### src/core/adc_seq_cfg.svh
`ifndef ADC_SEQ_CFG_SVH
`define ADC_SEQ_CFG_SVH

// Byte offsets on the register bus
`define OFS_CTRL_TWO      5'h00
`define OFS_CTRL_THREE    5'h04
`define OFS_CTRL_FOUR     5'h08
`define OFS_AUX_SEL       5'h0c
`define OFS_MAIN_SEL      5'h10
`define OFS_MODE          5'h14
`define OFS_SCAN_LIST     5'h18

// Reset values
`define RST_REG16         16'h0000
`define RST_SCAN          32'h0000_0000

// Writable bit masks
`define WMASK_CTRL_TWO    16'he73f
`define WMASK_CTRL_THREE  16'h9fff
`define WMASK_CTRL_FOUR   16'h0007
`define WMASK_AUX_SEL     16'h0707
`define WMASK_MAIN_SEL    16'h9f9f
`define WMASK_MAIN_SEL_LO 16'h8f8f
`define WMASK_MODE        16'h001f

// Control two fields
`define F_REF_SEL_HI      15
`define F_REF_SEL_LO      13
`define F_SCAN_EN         10
`define F_CHAN_CNT_HI     9
`define F_CHAN_CNT_LO     8
`define F_BUF_HALF        7
`define F_OPS_HI          5
`define F_OPS_LO          2
`define F_SPLIT_BUF       1
`define F_ALT_INPUT       0

// Control three fields
`define F_CLK_SRC         15
`define F_SAMP_HI         12
`define F_SAMP_LO         8
`define F_DIV_HI          7
`define F_DIV_LO          0

// Control four field
`define F_DMA_LEN_HI      2
`define F_DMA_LEN_LO      0

// Input select fields
`define F_AUX_NEG_B_HI    10
`define F_AUX_NEG_B_LO    9
`define F_AUX_POS_B       8
`define F_AUX_NEG_A_HI    2
`define F_AUX_NEG_A_LO    1
`define F_AUX_POS_A       0
`define F_MAIN_NEG_B      15
`define F_MAIN_POS_B_HI   12
`define F_MAIN_POS_B_LO   8
`define F_MAIN_NEG_A      7
`define F_MAIN_POS_A_HI   4
`define F_MAIN_POS_A_LO   0

// Mode register fields
`define F_RUN             0
`define F_RES_MODE        1
`define F_TRIG_HI         4
`define F_TRIG_LO         2

// Codes
`define TRIG_AUTO         3'h7
`define NEG_SEL_VREF_HI   1'h0

`endif

### src/core/adc_seq_pkg.sv
package adc_seq_pkg;

    typedef enum logic [0:0] {
        PH_SAMPLE,
        PH_CONVERT
    } phase_t;

    typedef struct packed {
        logic [15:0] ctrl_two;
        logic [15:0] ctrl_three;
        logic [15:0] ctrl_four;
        logic [15:0] aux_sel;
        logic [15:0] main_sel;
        logic [15:0] mode;
        logic [31:0] scan_list;
        logic        waitreq;
        logic [31:0] rdata;
        phase_t      phase;
        logic        set_b;
        logic [4:0]  scan_idx;
        logic [3:0]  op_cnt;
        logic        buf_half;
        logic [7:0]  div_cnt;
        logic [4:0]  samp_cnt;
        logic [2:0]  rc_sync;
        logic [2:0]  done_sync;
        logic        conv_tick;
        logic        start_conv;
        logic        dma_event;
        logic        sampling;
        logic [4:0]  ch0_pos;
        logic        ch0_neg;
        logic        aux_pos;
        logic [1:0]  aux_neg;
        logic        vref_pos_ext;
        logic        vref_neg_ext;
        logic [1:0]  chan_count;
        logic [7:0]  dma_words;
    } state_t;

endpackage

### src/core/adc_seq_ctrl.sv
`include "adc_seq_cfg.svh"

// Contract
// - Reference code picks supply or external per polarity; codes 1xx act as 000.
// - Scan enable steps channel-0 positive input through scan list in first set.
// - Channel count: 00 only channel 0, 01 channels 0-1, 1x all four.
// - In 12-bit mode channel count reads zero and only channel 0 converts.
// - Buffer-half flag reads 1 filling second half, 0 filling first half.
// - Address increment or event after every N-th operation, N is field plus one.
// - Split mode alternates buffer halves per event; otherwise always fill from start.
// - Alternate mode swaps input sets each sample; otherwise always first set.
// - Clock source bit: 1 selects RC oscillator, 0 system-clock derived clock.
// - Auto-sample field sets sampling length, 0 to 31 conversion-clock periods.
// - Auto-sample length used only when trigger source is internal counter.
// - Derived conversion clock period is cycle times divider plus one.
// - Divider ignored while the RC clock source is selected.
// - DMA buffer length per input is two to the power of the code.
// - Aux negative: 11 inputs 9-11, 10 inputs 6-8, 0x negative reference.
// - Aux positive: 1 inputs 3-5, 0 inputs 0-2.
// - Second input set has its own aux selects with identical encodings.
// - In 12-bit mode all aux select fields read zero.
// - Channel-0 negative: 1 input 1, 0 negative reference.
// - Channel-0 positive select connects the input numbered by the code.
// - Second input set has its own channel-0 selects, same encodings.
// - Second converter instance only accepts inputs 0 to 15 on channel 0.
// - Resolution bit: 1 selects 12-bit single channel, 0 10-bit four channel.
// - Trigger code 111 lets the internal counter end sampling and convert.
module adc_seq_ctrl #(
    parameter bit SECOND_INSTANCE = 1'b0
) (
    input  wire logic        sys_clk,
    input  wire logic        nrst,
    input  wire logic [4:0]  address,
    input  wire logic        read,
    input  wire logic        write,
    input  wire logic [31:0] writedata,
    input  wire logic [3:0]  byteenable,
    output logic      [31:0] readdata,
    output logic             waitrequest,
    input  wire logic        rc_clk_pin,
    input  wire logic        conv_done_pin,
    output logic             conv_tick,
    output logic             start_conv,
    output logic             sampling,
    output logic             dma_event,
    output logic             buffer_half_flag,
    output logic [4:0]       ch0_pos_input,
    output logic             ch0_neg_input,
    output logic             aux_pos_input,
    output logic [1:0]       aux_neg_input,
    output logic             vref_pos_external,
    output logic             vref_neg_external,
    output logic [1:0]       channel_count,
    output logic [7:0]       dma_buffer_words
);
    import adc_seq_pkg::*;

    state_t s_r;
    state_t s_nxt;

    // Next selected scan entry after the current one
    function automatic logic [4:0] next_scan(input logic [31:0] list, input logic [4:0] cur);
        logic [4:0] cand;
        logic [4:0] res;
        logic       found;
        res   = cur;
        found = 1'b0;
        for (int i = 1; i <= 32; i++) begin
            cand = cur + 5'(i);
            if (SECOND_INSTANCE)
            begin
                cand[4] = 1'b0;
            end
            if (!found && list[cand])
            begin
                res   = cand;
                found = 1'b1;
            end
        end
        return res;
    endfunction

    // Byte-lane merge of a 16-bit register
    function automatic logic [15:0] merge16(input logic [15:0] old, input logic [31:0] wd,
                                            input logic [3:0] be, input logic [15:0] wmask);
        logic [15:0] v;
        v = old;
        if (be[0])
        begin
            v[7:0] = wd[7:0];
        end
        if (be[1])
        begin
            v[15:8] = wd[15:8];
        end
        return v & wmask;
    endfunction

    logic        res12;
    logic        auto_trig;
    logic        running;
    logic [2:0]  ref_code;
    logic [1:0]  chan_eff;
    logic [3:0]  ops_field;
    logic [4:0]  samp_len;
    logic [7:0]  div_val;
    logic [15:0] aux_eff;
    logic [15:0] main_wmask;
    logic        rc_edge;
    logic        done_edge;
    logic        tick;
    logic        op_done;
    logic        scan_on;
    logic [31:0] rd_val;

    always_comb
    begin
        s_nxt      = s_r;
        res12      = s_r.mode[`F_RES_MODE];
        auto_trig  = s_r.mode[`F_TRIG_HI:`F_TRIG_LO] == `TRIG_AUTO;
        running    = s_r.mode[`F_RUN];
        ref_code   = s_r.ctrl_two[`F_REF_SEL_HI:`F_REF_SEL_LO];
        chan_eff   = res12 ? 2'h0 : s_r.ctrl_two[`F_CHAN_CNT_HI:`F_CHAN_CNT_LO];
        ops_field  = s_r.ctrl_two[`F_OPS_HI:`F_OPS_LO];
        samp_len   = s_r.ctrl_three[`F_SAMP_HI:`F_SAMP_LO];
        div_val    = s_r.ctrl_three[`F_DIV_HI:`F_DIV_LO];
        aux_eff    = res12 ? 16'h0000 : s_r.aux_sel;
        main_wmask = SECOND_INSTANCE ? `WMASK_MAIN_SEL_LO : `WMASK_MAIN_SEL;
        scan_on    = s_r.ctrl_two[`F_SCAN_EN] && !s_r.set_b;
        rc_edge    = s_r.rc_sync[1] && !s_r.rc_sync[2];
        done_edge  = s_r.done_sync[1] && !s_r.done_sync[2];
        tick       = 1'b0;
        op_done    = 1'b0;
        rd_val     = 32'h0000_0000;

        // Pin synchronisers and edge history
        s_nxt.rc_sync   = {s_r.rc_sync[1:0], rc_clk_pin};
        s_nxt.done_sync = {s_r.done_sync[1:0], conv_done_pin};

        // Bus read mux; unimplemented bits read zero
        case (address)
            `OFS_CTRL_TWO:
            begin
                rd_val[15:0] = s_r.ctrl_two;
                rd_val[`F_CHAN_CNT_HI:`F_CHAN_CNT_LO] = chan_eff;
                rd_val[`F_BUF_HALF] = s_r.buf_half;
            end
            `OFS_CTRL_THREE: rd_val[15:0] = s_r.ctrl_three;
            `OFS_CTRL_FOUR:  rd_val[15:0] = s_r.ctrl_four;
            `OFS_AUX_SEL:    rd_val[15:0] = aux_eff;
            `OFS_MAIN_SEL:   rd_val[15:0] = s_r.main_sel;
            `OFS_MODE:       rd_val[15:0] = s_r.mode;
            `OFS_SCAN_LIST:  rd_val = s_r.scan_list;
            default:         rd_val = 32'h0000_0000;
        endcase

        // Avalon slave: one wait cycle, then complete
        s_nxt.waitreq = 1'b1;
        if ((read || write) && s_r.waitreq)
        begin
            s_nxt.waitreq = 1'b0;
            s_nxt.rdata   = read ? rd_val : 32'h0000_0000;
        end
        if (write && !s_r.waitreq)
        begin
            case (address)
                `OFS_CTRL_TWO:
                    s_nxt.ctrl_two = merge16(s_r.ctrl_two, writedata, byteenable,
                                             `WMASK_CTRL_TWO);
                `OFS_CTRL_THREE:
                    s_nxt.ctrl_three = merge16(s_r.ctrl_three, writedata, byteenable,
                                               `WMASK_CTRL_THREE);
                `OFS_CTRL_FOUR:
                    s_nxt.ctrl_four = merge16(s_r.ctrl_four, writedata, byteenable,
                                              `WMASK_CTRL_FOUR);
                `OFS_AUX_SEL:
                    s_nxt.aux_sel = merge16(s_r.aux_sel, writedata, byteenable,
                                            `WMASK_AUX_SEL);
                `OFS_MAIN_SEL:
                    s_nxt.main_sel = merge16(s_r.main_sel, writedata, byteenable,
                                             main_wmask);
                `OFS_MODE:
                    s_nxt.mode = merge16(s_r.mode, writedata, byteenable, `WMASK_MODE);
                `OFS_SCAN_LIST:
                begin
                    for (int b = 0; b < 4; b++)
                    begin
                        if (byteenable[b])
                        begin
                            s_nxt.scan_list[b*8 +: 8] = writedata[b*8 +: 8];
                        end
                    end
                    if (SECOND_INSTANCE)
                    begin
                        s_nxt.scan_list[31:16] = 16'h0000;
                    end
                end
                default:
                begin
                end
            endcase
        end

        // Conversion clock tick
        if (!running)
        begin
            s_nxt.div_cnt = 8'h00;
        end
        else if (s_r.ctrl_three[`F_CLK_SRC])
        begin
            tick          = rc_edge;
            s_nxt.div_cnt = 8'h00;
        end
        else if (s_r.div_cnt >= div_val)
        begin
            tick          = 1'b1;
            s_nxt.div_cnt = 8'h00;
        end
        else
        begin
            s_nxt.div_cnt = s_r.div_cnt + 8'h01;
        end

        // Sample and convert sequencing
        s_nxt.start_conv = 1'b0;
        if (!running)
        begin
            s_nxt.phase    = PH_SAMPLE;
            s_nxt.samp_cnt = 5'h00;
        end
        else
        begin
            case (s_r.phase)
                PH_SAMPLE:
                begin
                    if (auto_trig && tick)
                    begin
                        if (s_r.samp_cnt >= samp_len)
                        begin
                            s_nxt.start_conv = 1'b1;
                            s_nxt.phase      = PH_CONVERT;
                            s_nxt.samp_cnt   = 5'h00;
                        end
                        else
                        begin
                            s_nxt.samp_cnt = s_r.samp_cnt + 5'h01;
                        end
                    end
                    if (done_edge)
                    begin
                        op_done        = 1'b1;
                        s_nxt.samp_cnt = 5'h00;
                    end
                end
                PH_CONVERT:
                begin
                    if (done_edge)
                    begin
                        op_done     = 1'b1;
                        s_nxt.phase = PH_SAMPLE;
                    end
                end
                default: s_nxt.phase = PH_SAMPLE;
            endcase
        end

        // Operation bookkeeping
        s_nxt.dma_event = 1'b0;
        if (op_done)
        begin
            if (s_r.op_cnt >= ops_field)
            begin
                s_nxt.op_cnt    = 4'h0;
                s_nxt.dma_event = 1'b1;
                s_nxt.buf_half  = s_r.ctrl_two[`F_SPLIT_BUF] ? !s_r.buf_half : 1'b0;
            end
            else
            begin
                s_nxt.op_cnt = s_r.op_cnt + 4'h1;
            end
            s_nxt.set_b = s_r.ctrl_two[`F_ALT_INPUT] ? !s_r.set_b : 1'b0;
            if (scan_on)
            begin
                s_nxt.scan_idx = next_scan(s_r.scan_list, s_r.scan_idx);
            end
        end
        if (!s_r.ctrl_two[`F_SPLIT_BUF])
        begin
            s_nxt.buf_half = 1'b0;
        end
        if (!s_r.ctrl_two[`F_ALT_INPUT])
        begin
            s_nxt.set_b = 1'b0;
        end
        if (!running)
        begin
            s_nxt.op_cnt   = 4'h0;
            s_nxt.set_b    = 1'b0;
            s_nxt.buf_half = 1'b0;
        end

        // Registered outputs
        s_nxt.conv_tick    = tick;
        s_nxt.sampling     = running && (s_nxt.phase == PH_SAMPLE);
        s_nxt.vref_pos_ext = !ref_code[2] && ref_code[0];
        s_nxt.vref_neg_ext = !ref_code[2] && ref_code[1];
        s_nxt.chan_count   = chan_eff[1] ? 2'h3 : chan_eff;
        s_nxt.dma_words    = 8'h01 << s_r.ctrl_four[`F_DMA_LEN_HI:`F_DMA_LEN_LO];
        if (s_r.set_b)
        begin
            s_nxt.ch0_pos = s_r.main_sel[`F_MAIN_POS_B_HI:`F_MAIN_POS_B_LO];
            s_nxt.ch0_neg = s_r.main_sel[`F_MAIN_NEG_B];
            s_nxt.aux_pos = aux_eff[`F_AUX_POS_B];
            s_nxt.aux_neg = aux_eff[`F_AUX_NEG_B_HI:`F_AUX_NEG_B_LO];
        end
        else
        begin
            s_nxt.ch0_pos = scan_on ? s_r.scan_idx
                                    : s_r.main_sel[`F_MAIN_POS_A_HI:`F_MAIN_POS_A_LO];
            s_nxt.ch0_neg = s_r.main_sel[`F_MAIN_NEG_A];
            s_nxt.aux_pos = aux_eff[`F_AUX_POS_A];
            s_nxt.aux_neg = aux_eff[`F_AUX_NEG_A_HI:`F_AUX_NEG_A_LO];
        end
        if (s_nxt.aux_neg[1] == `NEG_SEL_VREF_HI)
        begin
            s_nxt.aux_neg = 2'h0;
        end
        if (SECOND_INSTANCE)
        begin
            s_nxt.ch0_pos[4] = 1'b0;
        end
    end

    always_ff @(posedge sys_clk or negedge nrst)
    begin
        if (!nrst)
        begin
            s_r            <= '0;
            s_r.ctrl_two   <= `RST_REG16;
            s_r.ctrl_three <= `RST_REG16;
            s_r.ctrl_four  <= `RST_REG16;
            s_r.aux_sel    <= `RST_REG16;
            s_r.main_sel   <= `RST_REG16;
            s_r.mode       <= `RST_REG16;
            s_r.scan_list  <= `RST_SCAN;
            s_r.waitreq    <= 1'b1;
            s_r.phase      <= PH_SAMPLE;
            s_r.dma_words  <= 8'h01;
        end
        else
        begin
            s_r <= s_nxt;
        end
    end

    assign readdata          = s_r.rdata;
    assign waitrequest       = s_r.waitreq;
    assign conv_tick         = s_r.conv_tick;
    assign start_conv        = s_r.start_conv;
    assign sampling          = s_r.sampling;
    assign dma_event         = s_r.dma_event;
    assign buffer_half_flag  = s_r.buf_half;
    assign ch0_pos_input     = s_r.ch0_pos;
    assign ch0_neg_input     = s_r.ch0_neg;
    assign aux_pos_input     = s_r.aux_pos;
    assign aux_neg_input     = s_r.aux_neg;
    assign vref_pos_external = s_r.vref_pos_ext;
    assign vref_neg_external = s_r.vref_neg_ext;
    assign channel_count     = s_r.chan_count;
    assign dma_buffer_words  = s_r.dma_words;

endmodule // adc_seq_ctrl

### config.mk
export PLATFORM = sky130hd
export DESIGN_NAME = adc_seq_ctrl
export DESIGN_NICKNAME = d
export VERILOG_FILES = /design/src/core/adc_seq_pkg.sv /design/src/core/adc_seq_ctrl.sv
export VERILOG_INCLUDE_DIRS = /design/src /design/src/core
export SDC_FILE = /design/constraint.sdc
export NUM_CORES = 1
export LEC_CHECK = 0
export ABC_AREA = 0
export ABC_CLOCK_PERIOD_IN_PS = 5100
export BUFFER_PORTS_ARGS = -buffer_cell sky130_fd_sc_hd__buf_2
export CAP_MARGIN = 20
export CELL_PAD_IN_SITES_DETAIL_PLACEMENT = 1
export CELL_PAD_IN_SITES_GLOBAL_PLACEMENT = 2
export CORE_ASPECT_RATIO = 1.2
export CORE_MARGIN = 2
export CORE_UTILIZATION = 36
export DETAILED_ROUTE_END_ITERATION = 16
export GPL_ROUTABILITY_DRIVEN = 0
export HOLD_SLACK_MARGIN = 0.03
export PLACE_DENSITY_LB_ADDON = 0.1
export SLEW_MARGIN = 0
export SYNTH_ARGS = -nofsm -noshare
export SYNTH_HDL_FRONTEND = slang
export SYNTH_SLANG_ARGS = --single-unit
export TNS_END_PERCENT = 5
### constraint.sdc
create_clock -name sys_clk -period 5.1 [get_ports sys_clk]
set_clock_uncertainty 0.05 [all_clocks]
set_input_delay 0.51 -clock sys_clk [delete_from_list [all_inputs] [get_ports sys_clk]]
set_output_delay 0.51 -clock sys_clk [all_outputs]
set_load 0.02 [all_outputs]
==> flow_summary.yaml <==
power:
  switchingPower_uw: 6030
  ir_drop_v: 0.000304
  p_int_uw: 5470
  clkPwrFrac_pct: 11.6
  p_seq_share_pct: 15.2
  power.share.combinational_pct: 73.1
  sw_frac_of_total_pct: 52.4
  power.density_nw_per_um2: 767
  power_leakage_uw: 0.00673
synth:
  synth_area_um2: 13300
  async_reset_ff_share_pct: 100
  synth-seq-cells: 173
  synth_top_family_by_area: "multiplexers"
  synthMuxAreaShare_pct: 26.4
  synthCells: 1303
  ys_types: 85
  synth-seq-area-share_pct: 32.5
  ys.flop_type: "dfrtp_1"
  synth_fa_ha_area_share_pct: 3.10
  synth-edff-count: 0
  yosys_warnings: 0
  synth_fp_nets: 1383
  synth_compound_area_share_pct: 15.1
  synthSimpleGateAreaFrac_pct: 14.7
  synth_xor_area_share_pct: 2.23
  syn_avg_cell_area_um2: 10.2
status:
  status: "finished, final reports clean"
critical_path:
  worstPathArrival_ns: 5.00
  path_class: "flip-flop to flip-flop"
  critical_path_peak_fanout: 22
  cp_top_family: "simple AND/OR/NAND/NOR gates"
  cpPeakStageDelay_ns: 0.58
  startpoint_type: "flip-flop"
  slowest_stage: "mux4_2"
  crit_buf_inv: 2
  cp_cell_sequence: "buf_4 > mux4_2 > mux2_2 > a22oi_1 > o21ai_0 > or3_1 > nor3_4 > buf_4 > nand3_2 > nor2_1 > a211oi_2 > a221oi_1 > nand2_1"
  r2r_slack_ns: 0.36
  cp-end-kind: "flip-flop"
  reg2regPathDepth: 13
  cpMostUsedCell: "buf_4"
  required_ns: 5.36
clock_tree:
  cts_setup_buffers: 0
  root_buffer: "clkbuf_16"
  h-tree-depth: 4
  insertion_delay_ns: 0.44
  clkTransAtPathRegs_ns: 0.07
  clock_sinks: 173
  cts_hold_buffers: 0
  clockBufferDepth: 2
  cts_made_buffers: 17
  cts_tree: "built"
  ctsResizeCount: 1
floorplanning:
  die_area_um2: 38600
  die_h_um: 215
  initial_utilization_pct: 36.3
  core-area_um2: 36700
  pin_count: 106
  num_rows: 77
  die_w_um: 180
sta:
  setup_viol: 0
  period_share_pct: 93.0
  rsz0062_at_grt: "no"
  clock.fmax_mhz: 211
  finalCriticalPeriod_ns: 4.74
  maxSlewViolCount: 0
  relSlewSlack_pct: 26.2
  hold_ws_ns: 0.0930
  fin_setup_tns_ns: 0
  max_slew.worst_pin.slew_ns: 1.11
  hold_violations: 0
detailed_routing:
  highest_layer: "met5"
  met1Wirelength_um: 20500
  vias_per_cell: 6.07
  wl_met2_um: 26500
  first_pass_iters: 7
  wl_met3_um: 1750
  routed_wirelength_um: 51400
  ant_nets: 0
  vias: 11400
  wire_per_inst_um: 27.5
  drc: 0
  drtIter0Drc: 627
hold_path:
  hold_class: "input port to asynchronous set/reset pin"
finish:
  finish.utilization_pct: 40.8
  area.growth.synth_to_final_pct: 12.5
  final_cell_mix: "dfrtp_1 (169), mux2_2 (109), buf_2 (104), nand2_1 (94)"
  postLayoutCellArea_um2: 15000
  fin_nets: 1466
  layout_commonest_cell: "dfrtp_1"
  layout-drive-gt1-share_pct: 30.2
  instances_no_fill: 1872
placed_design:
  dp.cells: 1840
  dpl_cell_area_um2: 14400
  dp_hpwl_um: 40800
  portBuffers: 105
run:
  max-cap-violations: 0
global_route:
  antenna_found_initial: 2
  grt_pass1_wl_um: 77100
  grt_use_total_pct: 26.5
  gr-total-overflow: 0
  grt_max_degree: 116
  grt_pass1_vias: 11700
[power groups by stage]
stage	clock network, µW	logic (µW)	registers, µW
4_1_cts	1380	8240	1750
5_1_grt	1430	8910	1780
3_5_place_dp	0	8210	1770
3_3_place_gp	0	8210	1770
2_1_floorplan	0	5320	1650
6_report	1340	8410	1750
[synth_stat cells, types with 16 or more instances]
library cell	n	area (µm²)
nor3_1	27	135
xnor2_1	19	166
mux2_2	109	1230
nor2b_1	19	119
nand3_1	39	195
clkbuf_1	43	161
mux4_2	69	1550
nand2b_1	19	119
inv_1	33	124
buf_4	52	390
dfrtp_1	171	4280
nand4_1	19	119
nand2_1	94	353
a22o_1	25	219
a21o_1	16	120
nor2_1	57	214
ha_1	33	413
a21oi_1	52	260
o21ai_0	76	380
mux2i_1	67	671
[cell type report]
type | count | area, µm²
Antenna cell | 1 | 2.50
Timing Repair Buffer | 181 | 1100
Multi-Input combinational cell | 978 | 8230
Inverter | 35 | 131
Sequential cell | 173 | 4330
Clock inverter | 10 | 139
Clock buffer | 20 | 457
Fill cell | 4122 | 21700
Tap cell | 474 | 593
[state kept, by name (all words and copies together) (netlist names), 2 cells and up, named ones only]
name,flops
aux_neg_input,2
ch0_pos_input,5
channel_count,2
div_val,8
dma_buffer_words,8
ops_field,4
readdata,32
ref_code,3
s_nxt,4
s_r,89
[worst max path at each step]
| stage | end | slack [ns] | depth (start not counted) | from |
|---|---|---|---|---|
| floorplan | flip-flop | 0.06 | 16 | flip-flop |
| global placement | flip-flop | -0.05 | 13 | flip-flop |
| detailed placement | flip-flop | -0.03 | 13 | flip-flop |
| CTS | flip-flop | 0.11 | 13 | flip-flop |
| global route | s_r[53] | 0.08 | 14 | flip-flop |
| finish | flip-flop | 0.36 | 13 | flip-flop |
[routing by layer]
layer  global-route usage, %  vias up
met5                       0        -
met4                    13.6        4
met3                    3.02      109
met2                    47.3      320
met1                    31.5     5874
li1                        -     5058
[worst reg2reg max path, stage by stage, from the launching register on]
cell	delay [ns]
dfrtp_2	0.46
buf_4	0.38
mux4_2	0.60
mux2_2	0.29
a22oi_1	0.38
o21ai_0	0.33
or3_1	0.48
nor3_4	0.31
buf_4	0.22
nand3_2	0.20
nor2_1	0.38
a211oi_2	0.11
a221oi_1	0.30
nand2_1	0.12
[cell families (layout without fill, tap and decap cells)]
logic type	after synthesis	after routing
other	0	1
buffers and inverters	152	246
xor gates and xnor gates	34	34
AOI/OAI and AO/OA	295	295
DFF	173	173
adders and majority gates	33	33
muxes	250	250
and+or+nand+nor	366	366
[metrics by stage]
stage | total power (µW) | setup WS (ns)
finish | 11500 | 0.358
global route | 12100 | 0.0769
CTS | 11400 | 0.115
detailed placement | 9980 | -0.0294
global placement | 9980 | -0.0548
floorplan | 6980 | 0.0629
Power figures use the tool's default switching activity.
